<file path="src/core/dmz_params.svh">
// constants for the mode register zero burst and latency block
`ifndef DMZ_PARAMS_SVH
`define DMZ_PARAMS_SVH

// ---------------------------------------------
// mode register fields
// ---------------------------------------------
`define DMZ_MR_RST       13'h0000
`define DMZ_BL_LSB       0
`define DMZ_BL_MSB       1
`define DMZ_BT_BIT       3
`define DMZ_CL_LSB       4
`define DMZ_CL_MSB       6
`define DMZ_DLLRST_BIT   8
`define DMZ_DLLRST_MASK  13'h0100
`define DMZ_WR_LSB       9
`define DMZ_WR_MSB       11
`define DMZ_AP_BIT       10
`define DMZ_PPD_BIT      12
`define DMZ_BC_BIT       12
`define DMZ_BL_FIX8      2'h0
`define DMZ_BL_OTF       2'h1
`define DMZ_BL_FIX4      2'h2

// ---------------------------------------------
// command codes {cs_n, ras_n, cas_n, we_n}
// ---------------------------------------------
`define DMZ_CMD_MRS      4'h0
`define DMZ_CMD_WR       4'h4
`define DMZ_CMD_RD       4'h5
`define DMZ_BA_MR0       3'h0

// ---------------------------------------------
// timing in link clocks
// ---------------------------------------------
`define DMZ_CL_BASE      5'h04
`define DMZ_WR_TABLE     32'hECA87655
`define DMZ_CWL          5'h05
`define DMZ_AL_M1        2'h1
`define DMZ_AL_M2        2'h2
`define DMZ_AL_OFS1      5'h01
`define DMZ_AL_OFS2      5'h02
`define DMZ_RP_CYC       5'h01
`define DMZ_LOCK_CYC     10'h200
`define DMZ_XP_CYC       5'h03
`define DMZ_XPDLL_CYC    5'h0A
`define DMZ_LAT_LAST     5'h01
`define DMZ_BEAT_FIRST   3'h0
`define DMZ_BEAT_STEP    3'h1
`define DMZ_BEAT_LAST    3'h7
`define DMZ_CHOP_PULL    3'h2
`define DMZ_DEPTH        8

// ---------------------------------------------
// register map and bus answers
// ---------------------------------------------
`define DMZ_A_MODE       4'h0
`define DMZ_A_CTRL       4'h4
`define DMZ_A_STAT       4'h8
`define DMZ_A_LAT        4'hC
`define DMZ_CTRL_RST     2'h0
`define DMZ_RESP_OK      2'h0
`define DMZ_RESP_ERR     2'h2

`endif

</file>
<file path="src/core/dmz_pkg.sv">
// types for the mode register zero burst and latency block
package dmz_pkg;
	typedef enum logic [4:0] {
		DMZ_ST_IDLE     = 5'h01,
		DMZ_ST_RD_WAIT  = 5'h02,
		DMZ_ST_RD_BURST = 5'h04,
		DMZ_ST_WR_WAIT  = 5'h08,
		DMZ_ST_WR_BURST = 5'h10
	} dmz_state_t;
endpackage

</file>
<file path="src/core/dmz_beat_order.sv">
// column index of one read beat from start column, beat and burst type
`timescale 1ns/1ps
module dmz_beat_order (
	// burst setup
	input  logic [2:0] start,
	input  logic       interleave,
	input  logic       chop,
	// beat in and column out
	input  logic [2:0] beat,
	output logic [2:0] idx
);
	// ---------------------------------------------
	// order within the group of four
	// ---------------------------------------------
	// type selects order
	wire [1:0] lo_seq = start[1:0] + beat[1:0];
	wire [1:0] lo_int = start[1:0] ^ beat[1:0];
	wire [1:0] lo     = interleave ? lo_int : lo_seq;
	wire       hi     = chop ? start[2] : start[2] ^ beat[2];

	assign idx = {hi, lo};
endmodule

</file>
<file path="src/core/dmz_core.sv">
// mode register zero decoder, burst engine and register slave
`timescale 1ns/1ps
`include "dmz_params.svh"
module dmz_core (
	// clock and reset
	input  logic        clk,
	input  logic        rst,
	// link command pins
	input  logic        ck,
	input  logic        cke,
	input  logic        cs_n,
	input  logic        ras_n,
	input  logic        cas_n,
	input  logic        we_n,
	input  logic [2:0]  ba,
	input  logic [12:0] addr,
	// data and strobe pins
	input  logic [7:0]  dq_in,
	output logic [7:0]  dq_out,
	output logic        dq_oe_n,
	output logic        dqs_out,
	output logic        dqs_oe_n,
	output logic        dll_run,
	// register bus write
	input  logic        s_axi_awvalid,
	output logic        s_axi_awready,
	input  logic [3:0]  s_axi_awaddr,
	input  logic        s_axi_wvalid,
	output logic        s_axi_wready,
	input  logic [31:0] s_axi_wdata,
	input  logic [3:0]  s_axi_wstrb,
	output logic        s_axi_bvalid,
	input  logic        s_axi_bready,
	output logic [1:0]  s_axi_bresp,
	// register bus read
	input  logic        s_axi_arvalid,
	output logic        s_axi_arready,
	input  logic [3:0]  s_axi_araddr,
	output logic        s_axi_rvalid,
	input  logic        s_axi_rready,
	output logic [31:0] s_axi_rdata,
	output logic [1:0]  s_axi_rresp
);
	// ---------------------------------------------
	// pin synchronisers
	// ---------------------------------------------
	logic [29:0] s1_q;
	logic [29:0] s2_q;
	logic        ck_prev_q;

	always_ff @(posedge clk) begin
		s1_q <= {ck, cke, cs_n, ras_n, cas_n, we_n, ba, addr, dq_in};
		s2_q <= s1_q;
	end

	// starts high so a link clock already high is no edge
	always_ff @(posedge clk) begin
		if (rst)
			ck_prev_q <= 1'b1;
		else
			ck_prev_q <= s2_q[29];
	end

	wire        ck_s    = s2_q[29];
	wire        cke_s   = s2_q[28];
	wire [3:0]  cmd_s   = s2_q[27:24];
	wire [2:0]  ba_s    = s2_q[23:21];
	wire [12:0] a_s     = s2_q[20:8];
	wire [7:0]  dq_s    = s2_q[7:0];
	wire        ck_rise = ck_s & ~ck_prev_q;

	// ---------------------------------------------
	// state
	// ---------------------------------------------
	dmz_pkg::dmz_state_t st_q, st_d;
	logic [12:0] mode_q;
	logic [1:0]  ctrl_q;
	logic [4:0]  lat_q;
	logic [2:0]  beat_q;
	logic [2:0]  col_q;
	logic        chop_q;
	logic        fix_q;
	logic        ap_q;
	logic [4:0]  recov_q;
	logic [9:0]  lock_q;
	logic        pd_q;
	logic [4:0]  exit_q;
	logic        dll_run_q;
	logic [7:0]  mem_q [`DMZ_DEPTH];
	logic [7:0]  dq_out_q;
	logic        dq_oe_n_q;
	logic        dqs_out_q;

	// ---------------------------------------------
	// mode field decode
	// ---------------------------------------------
	wire [1:0]  bl_field = mode_q[`DMZ_BL_MSB:`DMZ_BL_LSB];
	wire        bt_intlv = mode_q[`DMZ_BT_BIT];
	wire [2:0]  cl_code  = mode_q[`DMZ_CL_MSB:`DMZ_CL_LSB];
	wire [4:0]  cl_cyc   = {2'h0, cl_code} + `DMZ_CL_BASE;
	wire [31:0] wr_tbl   = `DMZ_WR_TABLE;
	wire [2:0]  wr_code  = mode_q[`DMZ_WR_MSB:`DMZ_WR_LSB];
	wire [4:0]  wr_cyc   = {1'b0, wr_tbl[{wr_code, 2'h0} +: 4]};
	wire [4:0]  al_cyc   = (ctrl_q == `DMZ_AL_M1) ? cl_cyc - `DMZ_AL_OFS1 :
	                       (ctrl_q == `DMZ_AL_M2) ? cl_cyc - `DMZ_AL_OFS2 : 5'h00;
	// total is additive plus command latency
	wire [4:0]  rl_total = al_cyc + cl_cyc;
	wire [4:0]  wl_total = al_cyc + `DMZ_CWL;
	wire        bl_fix4  = (bl_field == `DMZ_BL_FIX4);
	wire        bl_otf   = (bl_field == `DMZ_BL_OTF);
	wire        cmd_chop = bl_fix4 | (bl_otf & ~a_s[`DMZ_BC_BIT]);

	// ---------------------------------------------
	// command decode
	// ---------------------------------------------
	wire st_idle  = (st_q == dmz_pkg::DMZ_ST_IDLE);
	wire st_rdw   = (st_q == dmz_pkg::DMZ_ST_RD_WAIT);
	wire st_rdb   = (st_q == dmz_pkg::DMZ_ST_RD_BURST);
	wire st_wrw   = (st_q == dmz_pkg::DMZ_ST_WR_WAIT);
	wire st_wrb   = (st_q == dmz_pkg::DMZ_ST_WR_BURST);
	wire live     = ck_rise & cke_s & ~pd_q & st_idle;
	wire take_mrs = live & (cmd_s == `DMZ_CMD_MRS) & (ba_s == `DMZ_BA_MR0);
	wire take_rd  = live & (cmd_s == `DMZ_CMD_RD);
	wire take_wr  = live & (cmd_s == `DMZ_CMD_WR);

	// ---------------------------------------------
	// burst sequencing
	// ---------------------------------------------
	wire       lat_end  = (lat_q == `DMZ_LAT_LAST);
	wire       beat_end = (beat_q == `DMZ_BEAT_LAST);
	wire       enter_rd = ck_rise & st_rdw & lat_end;
	wire       cont_rd  = ck_rise & st_rdb & ~beat_end;
	wire       enter_wr = ck_rise & st_wrw & lat_end;
	wire       cont_wr  = ck_rise & st_wrb & ~beat_end;
	wire       adv      = enter_rd | cont_rd | enter_wr | cont_wr;
	wire [2:0] nb       = (enter_rd | enter_wr) ? `DMZ_BEAT_FIRST : beat_q + `DMZ_BEAT_STEP;
	wire       waiting  = st_rdw | st_wrw;

	always_comb begin
		st_d = st_q;
		case (st_q)
			dmz_pkg::DMZ_ST_IDLE: begin
				if (take_rd)
					st_d = dmz_pkg::DMZ_ST_RD_WAIT;
				else if (take_wr)
					st_d = dmz_pkg::DMZ_ST_WR_WAIT;
			end
			dmz_pkg::DMZ_ST_RD_WAIT: begin
				if (enter_rd)
					st_d = dmz_pkg::DMZ_ST_RD_BURST;
			end
			dmz_pkg::DMZ_ST_RD_BURST: begin
				if (ck_rise && beat_end)
					st_d = dmz_pkg::DMZ_ST_IDLE;
			end
			dmz_pkg::DMZ_ST_WR_WAIT: begin
				if (enter_wr)
					st_d = dmz_pkg::DMZ_ST_WR_BURST;
			end
			dmz_pkg::DMZ_ST_WR_BURST: begin
				if (ck_rise && beat_end)
					st_d = dmz_pkg::DMZ_ST_IDLE;
			end
			default: st_d = dmz_pkg::DMZ_ST_IDLE;
		endcase
	end

	wire [4:0] lat_d = take_rd ? rl_total :
	                   take_wr ? wl_total :
	                   (ck_rise & waiting & ~lat_end) ? lat_q - `DMZ_LAT_LAST : lat_q;

	always_ff @(posedge clk) begin
		if (rst) begin
			st_q   <= dmz_pkg::DMZ_ST_IDLE;
			lat_q  <= 5'h00;
			beat_q <= `DMZ_BEAT_FIRST;
		end else begin
			st_q   <= st_d;
			lat_q  <= lat_d;
			beat_q <= adv ? nb : beat_q;
		end
	end

	// burst setup latched with the command
	always_ff @(posedge clk) begin
		if (rst) begin
			col_q  <= 3'h0;
			chop_q <= 1'b0;
			fix_q  <= 1'b0;
			ap_q   <= 1'b0;
		end else if (take_rd || take_wr) begin
			col_q  <= a_s[2:0];
			chop_q <= cmd_chop;
			fix_q  <= bl_fix4;
			ap_q   <= a_s[`DMZ_AP_BIT];
		end
	end

	// ---------------------------------------------
	// read data path
	// ---------------------------------------------
	wire [2:0] ord_idx;

	dmz_beat_order u_order (
		.start      (col_q),
		.interleave (bt_intlv),
		.chop       (chop_q),
		.beat       (nb),
		.idx        (ord_idx)
	);

	wire drive_rd = enter_rd | cont_rd;
	// upper four slots released on chop
	wire slot_on  = drive_rd & ~(chop_q & nb[2]);

	always_ff @(posedge clk) begin
		if (rst) begin
			dq_out_q  <= 8'h00;
			dq_oe_n_q <= 1'b1;
			dqs_out_q <= 1'b0;
		end else if (ck_rise) begin
			dq_out_q  <= slot_on ? mem_q[ord_idx] : 8'h00;
			dq_oe_n_q <= ~slot_on;
			dqs_out_q <= slot_on & ~nb[0];
		end
	end

	// ---------------------------------------------
	// write capture
	// ---------------------------------------------
	wire       cap_wr = enter_wr | cont_wr;
	// ascending fill, chop picks group by bit two
	wire [2:0] wr_idx = chop_q ? {col_q[2], nb[1:0]} : nb;
	wire       store  = cap_wr & ~(chop_q & nb[2]);

	genvar gi;
	for (gi = 0; gi < `DMZ_DEPTH; gi++) begin : g_mem
		always_ff @(posedge clk) begin
			if (rst)
				mem_q[gi] <= 8'h00;
			else if (store && wr_idx == 3'(gi))
				mem_q[gi] <= dq_s;
		end
	end

	// fixed chop pulls the internal write in
	// per-command chop keeps the eight-beat point
	wire [2:0] start_beat = fix_q ? `DMZ_BEAT_LAST - `DMZ_CHOP_PULL : `DMZ_BEAT_LAST;
	wire       wr_start   = cap_wr & (nb == start_beat);
	wire [4:0] dal_cyc    = wr_cyc + (ap_q ? `DMZ_RP_CYC : 5'h00);
	wire [4:0] recov_d    = wr_start ? dal_cyc :
	                        (ck_rise & (recov_q != 5'h00)) ? recov_q - `DMZ_LAT_LAST : recov_q;

	// ---------------------------------------------
	// mode register, loop reset, power-down
	// ---------------------------------------------
	// reset bit clears at the next link edge
	wire dll_clear = ck_rise & mode_q[`DMZ_DLLRST_BIT];
	// written only from idle with clock enable high
	wire [12:0] mode_d = take_mrs ? a_s : dll_clear ? (mode_q & ~`DMZ_DLLRST_MASK) : mode_q;
	wire [9:0]  lock_d = dll_clear ? `DMZ_LOCK_CYC :
	                     (ck_rise & (lock_q != 10'h000)) ? lock_q - 10'h001 : lock_q;
	wire pd_enter = ck_rise & ~cke_s & ~pd_q & st_idle;
	wire pd_exit  = ck_rise & cke_s & pd_q;
	wire fast     = mode_q[`DMZ_PPD_BIT];
	wire dll_run_d = pd_enter ? fast : (pd_exit | dll_run_q);
	wire [4:0] exit_d = pd_exit ? (fast ? `DMZ_XP_CYC : `DMZ_XPDLL_CYC) :
	                    (ck_rise & (exit_q != 5'h00)) ? exit_q - `DMZ_LAT_LAST : exit_q;

	always_ff @(posedge clk) begin
		if (rst) begin
			mode_q    <= `DMZ_MR_RST;
			lock_q    <= 10'h000;
			pd_q      <= 1'b0;
			dll_run_q <= 1'b1;
			exit_q    <= 5'h00;
			recov_q   <= 5'h00;
		end else begin
			mode_q    <= mode_d;
			lock_q    <= lock_d;
			pd_q      <= pd_enter | (pd_q & ~pd_exit);
			dll_run_q <= dll_run_d;
			exit_q    <= exit_d;
			recov_q   <= recov_d;
		end
	end

	// ---------------------------------------------
	// register slave
	// ---------------------------------------------
	logic        awready_q, aw_full_q, wready_q, w_full_q;
	logic [3:0]  aw_addr_q;
	logic [31:0] w_data_q;
	logic        w_strb0_q;
	logic        bvalid_q, arready_q, rvalid_q;
	logic [1:0]  bresp_q, rresp_q;
	logic [31:0] rdata_q;

	wire aw_take   = s_axi_awvalid & awready_q;
	wire w_take    = s_axi_wvalid & wready_q;
	wire commit    = aw_full_q & w_full_q & ~bvalid_q;
	wire aw_full_d = aw_take | (aw_full_q & ~commit);
	wire w_full_d  = w_take | (w_full_q & ~commit);
	wire w_map     = (aw_addr_q == `DMZ_A_MODE) | (aw_addr_q == `DMZ_A_CTRL) |
	                 (aw_addr_q == `DMZ_A_STAT) | (aw_addr_q == `DMZ_A_LAT);
	wire ctrl_wr   = commit & (aw_addr_q == `DMZ_A_CTRL) & w_strb0_q;

	wire ar_take   = s_axi_arvalid & arready_q;
	wire rvalid_d  = ar_take | (rvalid_q & ~s_axi_rready);
	wire [31:0] stat_word = {26'h0, dll_run_q, recov_q != 5'h00, exit_q != 5'h00,
	                         pd_q, lock_q != 10'h000, mode_q[`DMZ_DLLRST_BIT]};
	wire [31:0] lat_word  = {19'h0, wr_cyc, 3'h0, rl_total};
	wire r_mode = (s_axi_araddr == `DMZ_A_MODE);
	wire r_ctrl = (s_axi_araddr == `DMZ_A_CTRL);
	wire r_stat = (s_axi_araddr == `DMZ_A_STAT);
	wire r_lat  = (s_axi_araddr == `DMZ_A_LAT);
	wire [31:0] rd_word = r_mode ? {19'h0, mode_q} : r_ctrl ? {30'h0, ctrl_q} :
	                      r_stat ? stat_word : r_lat ? lat_word : 32'h0;

	always_ff @(posedge clk) begin
		if (rst) begin
			awready_q <= 1'b1;
			wready_q  <= 1'b1;
			aw_full_q <= 1'b0;
			w_full_q  <= 1'b0;
			bvalid_q  <= 1'b0;
			arready_q <= 1'b1;
			rvalid_q  <= 1'b0;
		end else begin
			awready_q <= ~aw_full_d;
			wready_q  <= ~w_full_d;
			aw_full_q <= aw_full_d;
			w_full_q  <= w_full_d;
			bvalid_q  <= commit | (bvalid_q & ~s_axi_bready);
			arready_q <= ~rvalid_d;
			rvalid_q  <= rvalid_d;
		end
	end

	always_ff @(posedge clk) begin
		if (rst) begin
			aw_addr_q <= 4'h0;
			w_data_q  <= 32'h0;
			w_strb0_q <= 1'b0;
			bresp_q   <= `DMZ_RESP_OK;
			rresp_q   <= `DMZ_RESP_OK;
			rdata_q   <= 32'h0;
			ctrl_q    <= `DMZ_CTRL_RST;
		end else begin
			if (aw_take)
				aw_addr_q <= s_axi_awaddr;
			if (w_take) begin
				w_data_q  <= s_axi_wdata;
				w_strb0_q <= s_axi_wstrb[0];
			end
			if (commit)
				bresp_q <= w_map ? `DMZ_RESP_OK : `DMZ_RESP_ERR;
			if (ctrl_wr)
				ctrl_q <= w_data_q[1:0];
			if (ar_take) begin
				rdata_q <= rd_word;
				rresp_q <= (r_mode | r_ctrl | r_stat | r_lat) ? `DMZ_RESP_OK : `DMZ_RESP_ERR;
			end
		end
	end

	assign s_axi_awready = awready_q;
	assign s_axi_wready  = wready_q;
	assign s_axi_bvalid  = bvalid_q;
	assign s_axi_bresp   = bresp_q;
	assign s_axi_arready = arready_q;
	assign s_axi_rvalid  = rvalid_q;
	assign s_axi_rdata   = rdata_q;
	assign s_axi_rresp   = rresp_q;
	assign dq_out        = dq_out_q;
	assign dq_oe_n       = dq_oe_n_q;
	assign dqs_out       = dqs_out_q;
	assign dqs_oe_n      = dq_oe_n_q;
	assign dll_run       = dll_run_q;
endmodule

</file>
<file path="config.mk">
export PLATFORM = sky130hd
export DESIGN_NAME = dmz_core
export DESIGN_NICKNAME = d
export VERILOG_FILES = /design/src/core/dmz_pkg.sv /design/src/core/dmz_beat_order.sv /design/src/core/dmz_core.sv
export VERILOG_INCLUDE_DIRS = /design/src /design/src/core
export SDC_FILE = /design/constraint.sdc
export NUM_CORES = 1
export LEC_CHECK = 0
export BUFFER_PORTS_ARGS = -buffer_cell sky130_fd_sc_hd__buf_4
export CAP_MARGIN = 20
export CORE_UTILIZATION = 50
export CTS_BUF_LIST = sky130_fd_sc_hd__clkbuf_8 sky130_fd_sc_hd__clkbuf_16
export DETAILED_ROUTE_END_ITERATION = 16
export PLACE_DENSITY = 0.71
export SYNTH_ARGS = -nofsm -noshare
export SYNTH_HDL_FRONTEND = slang
export SYNTH_SLANG_ARGS = --single-unit
</file>
<file path="constraint.sdc">
create_clock -name clk -period 5.7 [get_ports clk]
set_input_delay 0.285 -clock clk [delete_from_list [all_inputs] [get_ports clk]]
set_output_delay 0.285 -clock clk [all_outputs]
set_load 0.02 [all_outputs]
</file>
; ---- Word-level counts from Yosys, hierarchy flattened
; Memory sizes are Yosys's and may differ from the RTL's.
; Index checks and enable logic that the tools add are counted.
[totals]
ff_bits = 177
ram_bits = 64
output_inout_bits = 53
wordCells = 264
memories = 1
[classes]
addsub = 12
eq_ne = 31
n_shift = 1
mux = 68
bitwise_logic = 90
reduce_logical = 26
[memory_table]
columns = name, words, width, rd, rd_clocked_by_memory_dff, wr, line
row1 = mem_q, 8, 8, 1, 0, 8, dmz_core.sv:89  ; logic [7:0] mem_q [`DMZ_DEPTH];
[ops]
columns = op, n
row1 = 8-bit two-way mux, 9
row2 = 5-bit two-way mux, 14
row3 = 1-bit bitwise AND, 44
row4 = 12-bit two-way mux, 3
row5 = "32-bit by 6-bit indexed part select with 4-bit output, first input constant", 1
row6 = 1-bit two-way mux, 29
row7 = 1-bit OR, 27
row8 = 13-bit two-way mux, 2
row9 = 10-bit two-way mux, 2
row10 = 5-bit one-hot mux with 4 select lines, 1
row11 = 1-bit NOT, 17
row12 = "4-bit by 3-bit equality test with 1-bit output, second input constant", 4
row13 = "4-bit equality test, second input constant", 4
row14 = "3-bit equality test, second input constant", 5
row15 = "5-bit by 1-bit subtractor with 5-bit output, second input constant", 3
row16 = 4-bit logical NOT, 3
row17 = "5-bit by 1-bit equality test with 1-bit output, second input constant", 2
row18 = 10-bit nonzero test, 1
row19 = 5-bit nonzero test, 2
row20 = "10-bit by 1-bit subtractor with 10-bit output, second input constant", 1
row21 = 1-bit logical AND, 9
row22 = 9-bit two-way mux, 1
row23 = 2-bit two-way mux, 4
row24 = 2-bit nonzero test, 4
row25 = other kinds (28), 36

; ---- Longest topological paths before layout
[depth]
word_depth = 14
depth_mapped = 14
mapped_depth_nobuf = 12

; ---- Modules after synthesis
; From an unflattened synthesis, not the netlist that was laid out.
[unflattened]
cells_unflattened = 858
area_unflattened_um2 = 9321.4
[modules_own_cells]
columns = module, n_inst, cells_per_inst, area_per_inst_um2
row1 = dmz_core, 1, 851, 9262.6
row2 = dmz_beat_order, 1, 7, 58.8

; ---- Least setup slack after synthesis
; Ideal clock, no wire load.
[synth_path]
path_kind = register to register
from = reg lat_q[0]
to = reg dq_out_q[0] (netlist: dq_out[0])
setup_time_ns = 0.120
arrival_time_ns = 3.603
slack_ns = 1.977
path_stages_with_launch = 14
path_buffers = 2
synth_period_minus_slack_ns = 3.723
cell_sequence = dfxtp_1 > ha_1 > or4b_4 > nor4_1 > nor2_1 > ha_1 > nor2b_1 > xnor2_1 > clkbuf_1 > clkbuf_1 > mux4_2 > nand2_1 > a21oi_1 > a211o_1
[synth_via]
elab_chain_len = 8
elab_cells_between_ends = 16
classes_between = 1 x add/sub / 1 x eq/ne / 4 x mux / 9 x bitwise / 1 x memory
[synth_lines]
columns = item, line
row1 = from (decl), dmz_core.sv:78  ; logic [4:0] lat_q;
row2 = from (signal assigned), dmz_core.sv:179  ; lat_q <= lat_d;
row3 = 5-bit by 1-bit equality test with 1-bit output (no line) (*), n/a
row4 = "1-bit bitwise AND, on equally long branches", "dmz_core.sv:131, dmz_core.sv:133"
row5 = 1-bit OR (*), dmz_core.sv:136  ; wire [2:0] nb = (enter_rd | enter_wr) ? `DMZ_BEAT_FIRST : beat_q + `DMZ_BEAT_STEP;
row6 = 3-bit two-way mux (no line) (*), n/a
row7 = net nb[0], dmz_core.sv:136
row8 = 2-bit adder / 2-bit XOR (equally long branches), "dmz_beat_order.sv:16, dmz_beat_order.sv:17"
row9 = 2-bit two-way mux (*), dmz_beat_order.sv:18  ; wire [1:0] lo = interleave ? lo_int : lo_seq;
row10 = memory read 8 x 8 bit (*), n/a
row11 = 8-bit two-way mux (*), dmz_core.sv:222  ; dq_out_q <= slot_on ? mem_q[ord_idx] : 8'h00;
row12 = to (signal assigned), dmz_core.sv:222
row13 = to (decl), dmz_core.sv:90  ; logic [7:0] dq_out_q;
; Mark *: on every way through the listed nets, which the timed path passes. The rest lies on a longest branch.
; A chain may end at the register's enable or synchronous reset.

; ---- Final worst setup path
[layout_path]
from = reg lat_q[0]
to = reg dq_out_q[4] (netlist: dq_out[4])
; Same word-level chain as after synthesis.

==> results by group <==
Clock network
  • Setup Buffers After CTS: 0
  • Clock sink count: 220
  • Count of hold buffers inserted by post-cts repair: 30
  • CTS tree: done
  • Clock transition time at the flip-flop clock pins of the worst setup and hold paths: approximately 0.060 ns
  • Number of buffers inserted during clock tree synthesis: 23
  • H-tree depth: 1
  • Clock latency on the worst-skew pair: a little over 0.5 ns
  • Count of instances resized after the clock tree is built: 0
  • Root Driver: clkbuf_16
  • Max Buffers Root-to-Sink: 3

Yosys
  • Distinct cell type count of the synthesized netlist: 61
  • Complex-gate fraction of the synthesized area: 0.0936
  • Share of the yosys chip area belonging to registers: 0.533
  • EDFF count, synth: between 60 and 70
  • Area of the mapped netlist: about 9500 um2
  • Share of synthesized cell area in and, or, nand and nor gates: 0.170
  • Multiplexer area fraction after synthesis: 0.105
  • Dominant combinational cell family by area after synthesis: simple AND/OR/NAND/NOR gates
  • Average cell area after synthesis: roughly 11 um2
  • Share of the synthesized netlist area taken by xor and xnor gates: 0.0268
  • Register bit total from synthesis: 220
  • Number of warnings issued by yosys: 0
  • Share of synthesized registers carrying an async set or reset: 0
  • Top flip-flop cell by instance count after synthesis: dfxtp_1
  • Adder-cell area share of the yosys netlist: 0.0272
  • Gate count after technology mapping: ~860

Timing
  • RSZ-0062 raised after global routing: false
  • Count of endpoints failing setup in the final report: 0
  • Total count of max-transition violations in the final report: 0
  • Number of hold-slack violations in the final timing report: 0
  • Setup clock skew after layout: 0.0205 ns
  • Final critical path time including I/O delays and setup: about 4.2 ns
  • Final setup slack of the worst path: 1.51 ns
  • Setup TNS: 0 ns
  • Fin crit share: 0.734
  • Slew @ Worst Pin: a little under 1 ns
  • Max-slew headroom at the worst pin: 0.335
  • Timing-limited maximum frequency: between 200 and 250 MHz

Routing
  • Vias per cell: about 5.4
  • Residual DRC count: 0
  • Initial DRC count: ~400
  • Detailed Route WL: 19.2 mm
  • Antenna Nets Post-Route: 0
  • 1st-pass router iterations: 4
  • Final routed wire length divided by cell count: between 15 and 20 um
  • Total via count in the routed design: 6563

Floorplan
  • Number of rows created at floorplan: a little under 50
  • Effective utilization at floorplan: 0.518
  • Width of the die: approximately 140 um
  • DIE AREA: slightly below 20000 um2
  • Num ports: roughly 130
  • Placeable core region: between 15000 and 20000 um2
  • Chip Height: 140 um

Placed design
  • Count of buffers from port buffering: 79
  • Global placer's final weighted congestion: 0.873
  • Post-DP HPWL: 12.8 mm
  • Pre-CTS setup slack: about 1.5 ns

Run status
  • Result of the run: completed

Layout
  • Final-layout fill cell count: about 1.5k
  • Number of nets at the end of the flow: between 1k and 1.5k
  • ANT cells: 0
  • Layout overhead on the synthesized area: 19.0%
  • Fraction of final layout cells sized beyond drive strength 1: 0.170

Critical path
  • Peak fanout along the critical path: 26
  • Kind of critical path: reg -> reg
  • Worst setup slack for register-to-register paths: ~1.5 ns
  • CP endpoint kind: flop
  • Worst Setup Start Kind: flop
  • Critical path required time: slightly above 6 ns
  • Data arrival time at the worst-slack endpoint: around 4.6 ns

GRT
  • First-pass GRT wire length: about 31 mm
  • Pin count of the biggest net entering global routing: roughly 90
  • Vias in the first global route: about 6.3k
  • GR Util All Layers: 0.200
  • Antenna violations before repair: 0
  • GRT overflow: 0

Hold path
  • Min-Delay Path Class: in -> reg

Flow run
  • # Max-Cap Violations: 0

Power
  • Power Dens Cells: a little over 300 nW/um2
  • Peak ir drop on the vdd network: between 200 and 250 uV
  • Pleak: ~0.0045 uW
## cells by family (layout without fill, tap and decap cells)
group                      Yosys count  after routing
xor gates and xnor gates            29             29
muxes                               60             60
buffers and inverters               87            187
AOI/OAI and AO/OA                  130            130
other                                1             21
DFF                                220            220
and+or+nand+nor                    315            315
adders and majority gates           20             20
## sequential cells by signal, summed over array words and instances (netlist names), 2 cells and up
name / flops
lock_q: 10
w_data_q: 2
s_axi_rdata: 13
aw_addr_q: 4
s2_q: 30
exit_q: 5
beat_q: 3
lat_q: 5
recov_q: 5
mode_q: 13
dq_out: 8
ctrl_q: 2
s1_q: 30
st_q: 5
col_q: 3
mem_q: 64
## placed cells by master (no fill, tap or decap), drive strengths merged, types with 4 or more instances in the layout
master,count
xor2,11
a21oi,54
conb,21
inv,35
a21o,4
o21bai,9
nor2b,9
ha,19
mux2i,26
o21ai,11
edfxtp,64
a211oi,11
bufinv,4
dfxtp,156
or3,6
a22oi,10
clkbuf,24
nand2,81
clkinv,6
xnor2,18
a211o,8
dlygate4sd3,30
nor2,76
nand3b,7
buf,86
nand2b,8
nor3,13
or4b,5
mux4,31
nand3,19
nor4,6
and2,64
## synthesized netlist by cell type, types with 4 or more instances
master      n  area share
a211o_1     8      0.0074
a211oi_1   11      0.0087
a21o_1      4      0.0032
a21oi_1    54       0.029
a22oi_1    10      0.0079
and2_1     64       0.042
buf_1       6      0.0024
buf_2       4      0.0021
buf_4      22       0.017
clkbuf_1   25      0.0099
dfxtp_1   156        0.33
edfxtp_1   64        0.20
ha_1       19       0.025
inv_1      30       0.012
mux2i_1    26       0.027
mux4_2     30       0.071
nand2_1    81       0.032
nand2b_1    8      0.0053
nand3_1    19       0.010
nand3b_1    7      0.0056
nor2_1     76       0.030
nor2b_1     9      0.0059
nor3_1     13      0.0069
nor4_1      5      0.0033
o21ai_0    11      0.0058
o21bai_1    9      0.0071
or3_1       6      0.0040
xnor2_1    18       0.017
xor2_1     11       0.010
## where the power goes
part / internal (uW) / total [uW] / switching (uW)
registers: 1670 / 1710 / 42.1
clock network: 931 / 1530 / 595
logic: 109 / 236 / 127
## metrics by stage
stage / hold WS [ns] / instance area [um2] / total power [uW] / utilization / instances
after floorplan: 0.310 / 9540 / 1890 / - / 882
after global placement: 0.311 / 10200 / 1960 / 0.557 / 1140
after detailed placement: 0.312 / 10200 / 1960 / 0.557 / 1140
after CTS: 0.0186 / 11300 / 3500 / 0.617 / 1211
after global routing: 0.0549 / 11300 / 3600 / 0.617 / 1211
final: 0.0334 / 11300 / 3470 / 0.617 / 1211
## cell type report
type | instances | area (um2) | share of cell area
Sequential cell | 220 | 5040 | 0.448
Multi-Input combinational cell | 575 | 4100 | 0.364
Timing Repair Buffer | 116 | 946 | 0.0840
Clock buffer | 24 | 589 | 0.0523
Tap cell | 229 | 287 | 0.0254
Clock inverter | 17 | 191 | 0.0170
Inverter | 30 | 113 | 0.0100
## routing by layer
layer,GRT usage,routed length (um)
met1,0.282,9190
met2,0.324,8710
met3,0.0292,973
met4,0.0526,369
met5,0,0
## critical path, stage by stage (launching register included)
cell and delay, ns:
dfxtp_1 0.40, ha_1 0.18, or4b_4 0.51, nor4_1 0.54, nor2_1 0.25, ha_2 0.95
buf_4 0.29, mux4_2 0.50, nand2_1 0.08, a21oi_1 0.06, a211o_1 0.27
## path summary, 6_finish.rpt
| check | start | to | cells past startpoint |
|---|---|---|---|
| setup / recovery | lat_q[0]$_SDFFE_PP0P_ | dq_out[4]$_SDFFE_PP0N_ | 10 |
| hold / removal | s_axi_bready | s_axi_bvalid$_SDFF_PP0_ | 3 |
| setup reg to reg | lat_q[0]$_SDFFE_PP0P_ | dq_out[4]$_SDFFE_PP0N_ | 10 |
| hold reg to reg | s1_q[15]$_DFF_P_ | s2_q[15]$_DFF_P_ | 0 |
No activity file was read; power rests on OpenSTA's default activity.
